<file path="src/abc_pkg.sv">
package abc_pkg;

    // ****************************************************
    // Register map
    // ****************************************************
    localparam logic [7:0]  ADDR_CTRL_ONE   = 8'hE9;
    localparam logic [7:0]  ADDR_CTRL_TWO   = 8'hEA;
    localparam logic [15:0] RST_CTRL_ONE    = 16'h0000;
    localparam logic [15:0] RST_CTRL_TWO    = 16'h6900;
    localparam logic [15:0] MASK_CTRL_ONE   = 16'hFF7F;
    localparam logic [15:0] MASK_CTRL_TWO   = 16'hFFFF;

    // ****************************************************
    // Field positions
    // ****************************************************
    localparam int BRIGHT_LSB   = 8;
    localparam int GAMMA_BIT    = 6;
    localparam int BL_BIT       = 5;
    localparam int DIM_BIT      = 4;
    localparam int BLOCK_BIT    = 3;
    localparam int MODE_LSB     = 1;
    localparam int ENABLE_BIT   = 0;
    localparam int PWM_PRESCALE_LSB   = 12;
    localparam int ITER_PS_LSB  = 8;
    localparam int MIN_LSB      = 0;

    // ****************************************************
    // Preservation modes
    // ****************************************************
    typedef enum logic [1:0] {
        ABC_PRES_OFF        = 2'h0,
        ABC_PRES_CONSERVE   = 2'h1,
        ABC_PRES_NORMAL     = 2'h2,
        ABC_PRES_AGGRESSIVE = 2'h3
    } abc_mode_t;

    // ****************************************************
    // Carriers
    // ****************************************************
    typedef struct packed {
        logic [7:0] brightness_write_value;
        logic       alt_gamma_select;
        logic       backlight_on;
        logic       dimming_on;
        logic       brightness_block_on;
        abc_mode_t  preservation_mode;
        logic       adaptive_backlight_enable;
        logic [3:0] pwm_prescale;
        logic [3:0] iteration_prescale;
        logic [7:0] minimum_brightness;
    } abc_cfg_t;

    typedef struct packed {
        logic [7:0]  addr;
        logic [15:0] wdata;
        logic        wr;
        logic        rd;
    } abc_req_t;

endpackage

</file>
<file path="src/abc_backlight_regs.sv">
// Behaviour
// - Upper byte of control one holds commanded brightness, read/write
// - Bit six of control one selects alternate gamma
// - Bit five zero turns backlight fully off on control line
// - Bit four turns display dimming on or off
// - Bit three makes brightness block active or inactive
// - Bits two to one choose preservation mode off/conserve/normal/aggr
// - Bit zero enables adaptive backlight control
// - Enable honoured only while interface select pin is low
// - Control two bits 15-12 set PWM prescale; software picks by pclk
// - Control two bits 11-8 set iteration prescale; software picks
// - Control two low byte is minimum brightness floor for adaptive
module abc_backlight_regs
    import abc_pkg::*;
(
    // Clock and reset
    input  wire logic        mclk_i,
    input  wire logic        rst_n_i,
    // Register port
    input  wire logic [7:0]  addr_i,
    input  wire logic [15:0] wdata_i,
    input  wire logic        wr_i,
    input  wire logic        rd_i,
    output logic [15:0]      rdata_o,
    // Interface select pin
    input  wire logic        if_sel_i,
    // Configuration to brightness logic
    output logic [7:0]       brightness_write_value_o,
    output logic             alt_gamma_select_o,
    output logic             backlight_on_o,
    output logic             dimming_on_o,
    output logic             brightness_block_on_o,
    output logic [1:0]       preservation_mode_o,
    output logic             adaptive_backlight_on_o,
    output logic [3:0]       pwm_prescale_o,
    output logic [3:0]       iteration_prescale_o,
    output logic [7:0]       minimum_brightness_o
);

    // ****************************************************
    // Reset release
    // ****************************************************
    logic rst_n;

    abc_sync u_sync (
        .mclk_i  (mclk_i),
        .rst_n_i (rst_n_i),
        .rst_n_o (rst_n)
    );

    // ****************************************************
    // Decode
    // ****************************************************
    abc_req_t    req;
    logic        hit_one;
    logic        hit_two;
    logic        we_one;
    logic        we_two;
    logic [15:0] q_one;
    logic [15:0] q_two;
    logic [15:0] next_rdata;
    logic        enable_gated;
    abc_cfg_t    cfg;

    function automatic logic hit(input logic [7:0] a, input logic [7:0] b);
        return a == b;
    endfunction

    assign req     = '{addr: addr_i, wdata: wdata_i, wr: wr_i, rd: rd_i};
    assign hit_one = hit(req.addr, ADDR_CTRL_ONE);
    assign hit_two = hit(req.addr, ADDR_CTRL_TWO);
    assign we_one  = req.wr & hit_one;
    assign we_two  = req.wr & hit_two;

    // ****************************************************
    // Storage
    // ****************************************************
    abc_reg16 #(
        .RST  (RST_CTRL_ONE),
        .MASK (MASK_CTRL_ONE)
    ) u_one (
        .mclk_i  (mclk_i),
        .rst_n_i (rst_n),
        .we_i    (we_one),
        .wdata_i (req.wdata),
        .q_o     (q_one)
    );

    abc_reg16 #(
        .RST  (RST_CTRL_TWO),
        .MASK (MASK_CTRL_TWO)
    ) u_two (
        .mclk_i  (mclk_i),
        .rst_n_i (rst_n),
        .we_i    (we_two),
        .wdata_i (req.wdata),
        .q_o     (q_two)
    );

    // ****************************************************
    // Field extraction
    // ****************************************************
    assign enable_gated = q_one[ENABLE_BIT] & ~if_sel_i;

    assign cfg = '{
        brightness_write_value:    q_one[BRIGHT_LSB +: 8],
        alt_gamma_select:          q_one[GAMMA_BIT],
        backlight_on:              q_one[BL_BIT],
        dimming_on:                q_one[DIM_BIT],
        brightness_block_on:       q_one[BLOCK_BIT],
        preservation_mode:         abc_mode_t'(q_one[MODE_LSB +: 2]),
        adaptive_backlight_enable: enable_gated,
        pwm_prescale:              q_two[PWM_PRESCALE_LSB +: 4],
        iteration_prescale:        q_two[ITER_PS_LSB +: 4],
        minimum_brightness:        q_two[MIN_LSB +: 8]
    };

    // ****************************************************
    // Read mux
    // ****************************************************
    assign next_rdata = !req.rd ? 16'h0000 :
                        hit_one ? q_one    :
                        hit_two ? q_two    : 16'h0000;

    // ****************************************************
    // Output flops
    // ****************************************************
    always_ff @(posedge mclk_i or negedge rst_n) begin
        if (!rst_n) begin
            rdata_o                  <= 16'h0000;
            brightness_write_value_o <= 8'h00;
            alt_gamma_select_o       <= 1'b0;
            backlight_on_o           <= 1'b0;
            dimming_on_o             <= 1'b0;
            brightness_block_on_o    <= 1'b0;
            preservation_mode_o      <= 2'h0;
            adaptive_backlight_on_o  <= 1'b0;
            pwm_prescale_o           <= RST_CTRL_TWO[PWM_PRESCALE_LSB +: 4];
            iteration_prescale_o     <= RST_CTRL_TWO[ITER_PS_LSB +: 4];
            minimum_brightness_o     <= 8'h00;
        end else begin
            rdata_o                  <= next_rdata;
            brightness_write_value_o <= cfg.brightness_write_value;
            alt_gamma_select_o       <= cfg.alt_gamma_select;
            backlight_on_o           <= cfg.backlight_on;
            dimming_on_o             <= cfg.dimming_on;
            brightness_block_on_o    <= cfg.brightness_block_on;
            preservation_mode_o      <= cfg.preservation_mode;
            adaptive_backlight_on_o  <= cfg.adaptive_backlight_enable;
            pwm_prescale_o           <= cfg.pwm_prescale;
            iteration_prescale_o     <= cfg.iteration_prescale;
            minimum_brightness_o     <= cfg.minimum_brightness;
        end
    end
endmodule

</file>
<file path="src/abc_reg16.sv">
module abc_reg16
    import abc_pkg::*;
#(
    parameter logic [15:0] RST  = 16'h0000,
    parameter logic [15:0] MASK = 16'hFFFF
)(
    // Clock and reset
    input  wire logic        mclk_i,
    input  wire logic        rst_n_i,
    // Write port
    input  wire logic        we_i,
    input  wire logic [15:0] wdata_i,
    // Stored value
    output logic [15:0]      q_o
);
    always_ff @(posedge mclk_i or negedge rst_n_i) begin
        if (!rst_n_i) begin
            q_o <= RST;
        end else if (we_i) begin
            q_o <= wdata_i & MASK;
        end
    end
endmodule

</file>
<file path="src/abc_sync.sv">
module abc_sync
    import abc_pkg::*;
(
    // Clock and reset
    input  wire logic mclk_i,
    input  wire logic rst_n_i,
    // Synchronised reset
    output logic      rst_n_o
);
    logic stage;

    always_ff @(posedge mclk_i or negedge rst_n_i) begin
        if (!rst_n_i) begin
            stage   <= 1'b0;
            rst_n_o <= 1'b0;
        end else begin
            stage   <= 1'b1;
            rst_n_o <= stage;
        end
    end
endmodule

</file>
<file path="config.mk">
export PLATFORM = sky130hd
export DESIGN_NAME = abc_backlight_regs
export DESIGN_NICKNAME = d
export VERILOG_FILES = /design/src/abc_pkg.sv /design/src/abc_backlight_regs.sv /design/src/abc_reg16.sv /design/src/abc_sync.sv
export SDC_FILE = /design/constraint.sdc
export NUM_CORES = 1
export LEC_CHECK = 0
export ABC_AREA = 1
export BUFFER_PORTS_ARGS = -buffer_cell sky130_fd_sc_hd__buf_2
export CAP_MARGIN = 20
export CORE_ASPECT_RATIO = 0.9
export CORE_MARGIN = 4
export CORE_UTILIZATION = 40
export DETAILED_ROUTE_END_ITERATION = 7
export GPL_TIMING_DRIVEN = 0
export PLACE_DENSITY = 0.6
export SYNTH_ARGS = -nofsm -noshare
export SYNTH_HDL_FRONTEND = slang
export SYNTH_SLANG_ARGS = --single-unit
</file>
<file path="constraint.sdc">
create_clock -name mclk_i -period 4.32 [get_ports mclk_i]
set_clock_uncertainty 0.05 [all_clocks]
set_input_delay 0.648 -clock mclk_i [delete_from_list [all_inputs] [get_ports mclk_i]]
set_output_delay 0.648 -clock mclk_i [all_outputs]
set_load 0.005 [all_outputs]
</file>
# Yosys cells after proc, flatten, opt, wreduce, memory -nomap -nowiden
# Index checks and enable logic that the tools add are counted.
dict set report op_classes {
  addsub 0
  mul 0
  n_div 0
  order_cmp 0
  n_eq_ne 2
  shifts 0
  muxes 3
  bitwise 4
  reduce_logical 0
}
# operator count
set op_table {}
lappend op_table {{$mux W16} 3}
lappend op_table {{$eq A8 B8 Y1 const B} 2}
lappend op_table {{$and A1 B1 Y1} 3}
lappend op_table {{$not A1 Y1} 1}
dict set report word_totals {
  ff_bits 80
  latch_bits 0
  mem_bits_rw 0
  mem_bits_ro 0
  in_bits 29
  n_memories 0
}

# Logic depth before layout (Yosys ltp)
dict set report logic_depth {
  ltp_word 4
  ltp_mapped 8
  ltp_nobuf 7
}

# Modules after synthesis
# Synthesis repeated with hierarchy kept, for this count alone.
dict set report hier_totals {
  cells_unflattened 267
  hier_area_um2 3155.5
}
# module n_inst cells_per_inst area_per_inst_um2 seq_area_each_um2
set modules_own_cells {}
lappend modules_own_cells {abc_backlight_regs 1 130 1833.0 1181.1}
lappend modules_own_cells {{abc_reg16 at u_two} 1 68 649.4 405.4}
lappend modules_own_cells {{abc_reg16 at u_one} 1 66 619.3 375.4}
lappend modules_own_cells {abc_sync 1 3 53.8 50.0}

# Worst setup path before layout
# OpenSTA, ideal clock, no wires.
dict set report synth_path {
  path_kind {in2reg}
  start {in addr_i[6]}
  end {reg u_two.q_o[10]}
  setup_ns 0.116
  t_arrival_ns 1.347
  t_required_ns 4.154
  setup_slack_ns 2.807
  cell_stages 8
  cell_sequence {nand2_1 -> inv_1 -> nand2_1 -> nor2_2 -> nand2_2 -> buf_6 -> nand2_1 -> nand2_1}
}
dict set report synth_between {
  elab_chain_len 2
}
# item line_no
set synth_lines {}
lappend synth_lines {{from (decl)} abc_backlight_regs.sv:20} ;# input wire logic [7:0] addr_i,
lappend synth_lines {{$eq A8 B8 Y1} abc_backlight_regs.sv:66} ;# return a == b;
lappend synth_lines {{$and A1 B1 Y1} abc_backlight_regs.sv:73} ;# assign we_two = req.wr & hit_two;
lappend synth_lines {{to (signal assigned)} abc_reg16.sv:20} ;# q_o <= wdata_i & MASK;
lappend synth_lines {{to (decl)} abc_reg16.sv:14} ;# output logic [15:0] q_o
# No other way between the ends.
# A chain may end at the register's enable or synchronous reset.

# Worst setup path in the final report
dict set report layout_path {
  start {reg iteration_prescale_o[3]}
  end {out iteration_prescale_o[3]}
}
# item line_no
set layout_rtl {}
lappend layout_rtl {{from (decl)} abc_backlight_regs.sv:36} ;# output logic [3:0] iteration_prescale_o,
lappend layout_rtl {{from (signal assigned)} abc_backlight_regs.sv:139} ;# iteration_prescale_o <= RST_CTRL_TWO[ITER_PS_LSB +: 4];
lappend layout_rtl {{from (signal assigned)} abc_backlight_regs.sv:151} ;# iteration_prescale_o <= cfg.iteration_prescale;
# No word-level cell between the ends.

==> out/qor.yml <==
area_delta_synth_final_pct: 25.65
wl_per_cell_um: 13.91
viasPerCell: 4.511
sw_frac_of_total_pct: 22.30
cts-root-buf: "clkbuf_8"
drive_above_1_share_pct: 32.96
worst-path-max-fanout: 1
grt_overflow: 0
yosysSeqAreaShare_pct: 70.16
cts_hold_buf: 0
grt_pass1_vias: 2087
dpl_worst_slack_ns: 2.494
synth_area_sq_um: 2868
slew_viol_final: 0
start_util_pct: 40.95
synth_top_area_share_pct: 62.83
hold_slack_ns: 0.02578
place.port_buffers: 75
postCtsResizedCells: 0
path_buf_inv: 1
syn-num-nets: 298
p_leak_nw: 1.998
place_congestion: 0.7928
grt_max_degree: 46
row_count: 29
required_ns: 3.62
fillers: 660
cts_num_sinks: 80
postRouteAntennaNets: 0
cts_max_level: 3
setup-violations-final: 0
synth_cells: 269
drtPass1Iterations: 4
grt_use_total_pct: 15.39
p_comb_share_pct: 5.0
maxCapViolations: 0
setup_slack_ns: 2.656
power.share.clock_pct: 40.3
cpPeakStageDelay_ns: 0.52
cp_cell_sequence: "buf_2"
layout.nets: 385
cp-end-kind: "primary output"
clock_latency_ns: 0.34
power_density_nw_per_um2: 406.1
drc_errors: 0
rsz0062_at_grt: "no"
internal_power_w: 0.001137
placed_cells: 438
outcome: "finished clean"
synth_area_leaders: "dfrtp_1 (63%), nand2_1 (13%), dfstp_2 (7.3%)"
crit_arrival_ns: 0.97
cts_tree: "done"
numCtsBuffers: 9
io_pins: 76
hpwl_mm: 4.380
cts.clk_slew.worst_paths_ns: 0.07
final.setup.tns_ns: 0
fin_crit_ns: 1.664
core_area_sq_um: 7003
crit_path_start_kind: "flip-flop"
seq_power_share_pct: 54.7
ys_ff_latch: 80
cp_slowest_cell: "dfstp_2"
p_sw_w: 0.0003264
grt_pass1_wl_mm: 10.25
antenna_found_initial: 0
ys_types: 17
yosysWarnings: 0
dieHeight_um: 88.33
wirelength_mm: 6.315
fmax_ghz: 0.6011
synth_top_cell_by_area: "dfrtp_1"
fin_crit_sh_pct: 38.51
antenna_cells: 0
final_core_util_pct: 51.46
post_cts_buffers: 0
worstSetupStartpoint: "iteration_prescale_o[3]"
dieArea_sq_um: 8590
cp_top_family: "flip-flops"
hold_violations: 0
syn_area_per_cell_sq_um: 10.66
final_cell_count_no_fill: 454
worstReg2RegStart: "u_sync.rst_n_o"
drt-initial-drc-count: 57
clock_path_buffers: 2
vias: 2048
hp-class: "in2async"
dieWidth_um: 97.25
worstSetupPathType: "reg2out"
irDropWorstVdd_mv: 0.1709
==> stage by stage <==
stage	power (W)	area [sq um]
4_1_cts	0.001477	3603
2_1_floorplan	0.0008430	2868
6_report	0.001463	3603
5_1_grt	0.001530	3603
3_3_place_gp	0.0008845	3359
3_5_place_dp	0.0008905	3391
==> cell usage after synthesis (all sizes together) <==
| library cell | n |
|---|---|
| a21oi | 15 |
| clkbuf | 1 |
| nand2 | 106 |
| buf | 10 |
| nor2 | 13 |
| dfstp | 8 |
| inv | 14 |
| nand3 | 29 |
| conb | 1 |
| dfrtp | 72 |
==> final cells by class <==
class,instances,area (sq um),share of cell area (%)
plain buffers,11,92.59,2.569
clock buffers,11,131.4,3.646
clock inverters,5,81.33,2.257
inverters,14,52.55,1.458
multi-input cells,164,710.7,19.72
flip-flops and latches,80,2016,55.94
well taps,93,116.4,3.229
repair buffers,76,402.9,11.18
==> routing by layer <==
metal | wire length, um | vias to the layer above | GRT usage [%] | part of all wire, %
li1 | - | 1015 | - | -
met1 | 2937 | 976 | 19.75 | 47
met2 | 3027 | 53 | 25.44 | 48
met3 | 311 | 4 | 4.334 | 4.9
met4 | 39 | 0 | 5.660 | 0.62
met5 | 0 | - | 0 | 0
==> power groups by stage <==
stage                     clock network [W]  logic [W]  registers, W
after global routing               0.000641  0.0000838      0.000805
after CTS                          0.000601  0.0000754      0.000801
after detailed placement                  0  0.0000752      0.000815
final                              0.000589  0.0000737      0.000800
after floorplan                           0  0.0000261      0.000817
after global placement                    0  0.0000628      0.000822
==> registers in the layout, summed over array words and instances (netlist names), 2 cells and up <==
| register | count |
|---|---|
| brightness_write_value_o | 8 |
| iteration_prescale_o | 4 |
| minimum_brightness_o | 8 |
| preservation_mode_o | 2 |
| pwm_prescale_o | 4 |
| rdata_o | 16 |
| u_one.q_o | 15 |
| u_two.q_o | 16 |
==> layout by cell type (no fill, tap or decap) <==
| cell | n |
|---|---|
| bufinv_16 | 2 |
| clkinv_4 | 1 |
| buf_4 | 3 |
| nor2_2 | 2 |
| conb_1 | 1 |
| dfstp_2 | 8 |
| nand3_2 | 1 |
| buf_6 | 5 |
| nor2_1 | 8 |
| nand3_1 | 28 |
| buf_2 | 77 |
| inv_2 | 1 |
| clkinvlp_4 | 1 |
| nand2_1 | 103 |
| clkinv_2 | 1 |
| inv_1 | 13 |
| dfrtp_1 | 71 |
| nand2_2 | 3 |
| dfrtp_4 | 1 |
| clkbuf_8 | 9 |
| a21oi_1 | 15 |
| buf_16 | 1 |
| nor2_4 | 3 |
| clkbuf_1 | 3 |
==> cells by family (layout without fill, tap and decap cells) <==
group / Yosys count / in the layout / synth area share, %
flops: 80 / 80 / 70.16
simple gates: 148 / 148 / 22.03
other cells: 1 / 1 / 0.1308
compound gates: 15 / 15 / 2.618
buf+inv: 25 / 117 / 5.061
==> path summary, 6_finish.rpt <==
check,endpoint,slack [ns],cells past startpoint
min in group mclk_i,u_sync.rst_n_o,0.30,0
setup reg to reg,u_two.q_o[13],3.35,1
max in group asynchronous,u_two.q_o[13],3.35,1
setup / recovery,iteration_prescale_o[3],2.66,1
hold reg to reg,preservation_mode_o[0],0.24,0
hold / removal,u_sync.rst_n_o,0.03,1
Note: power is estimated with default switching activity, not from simulation.
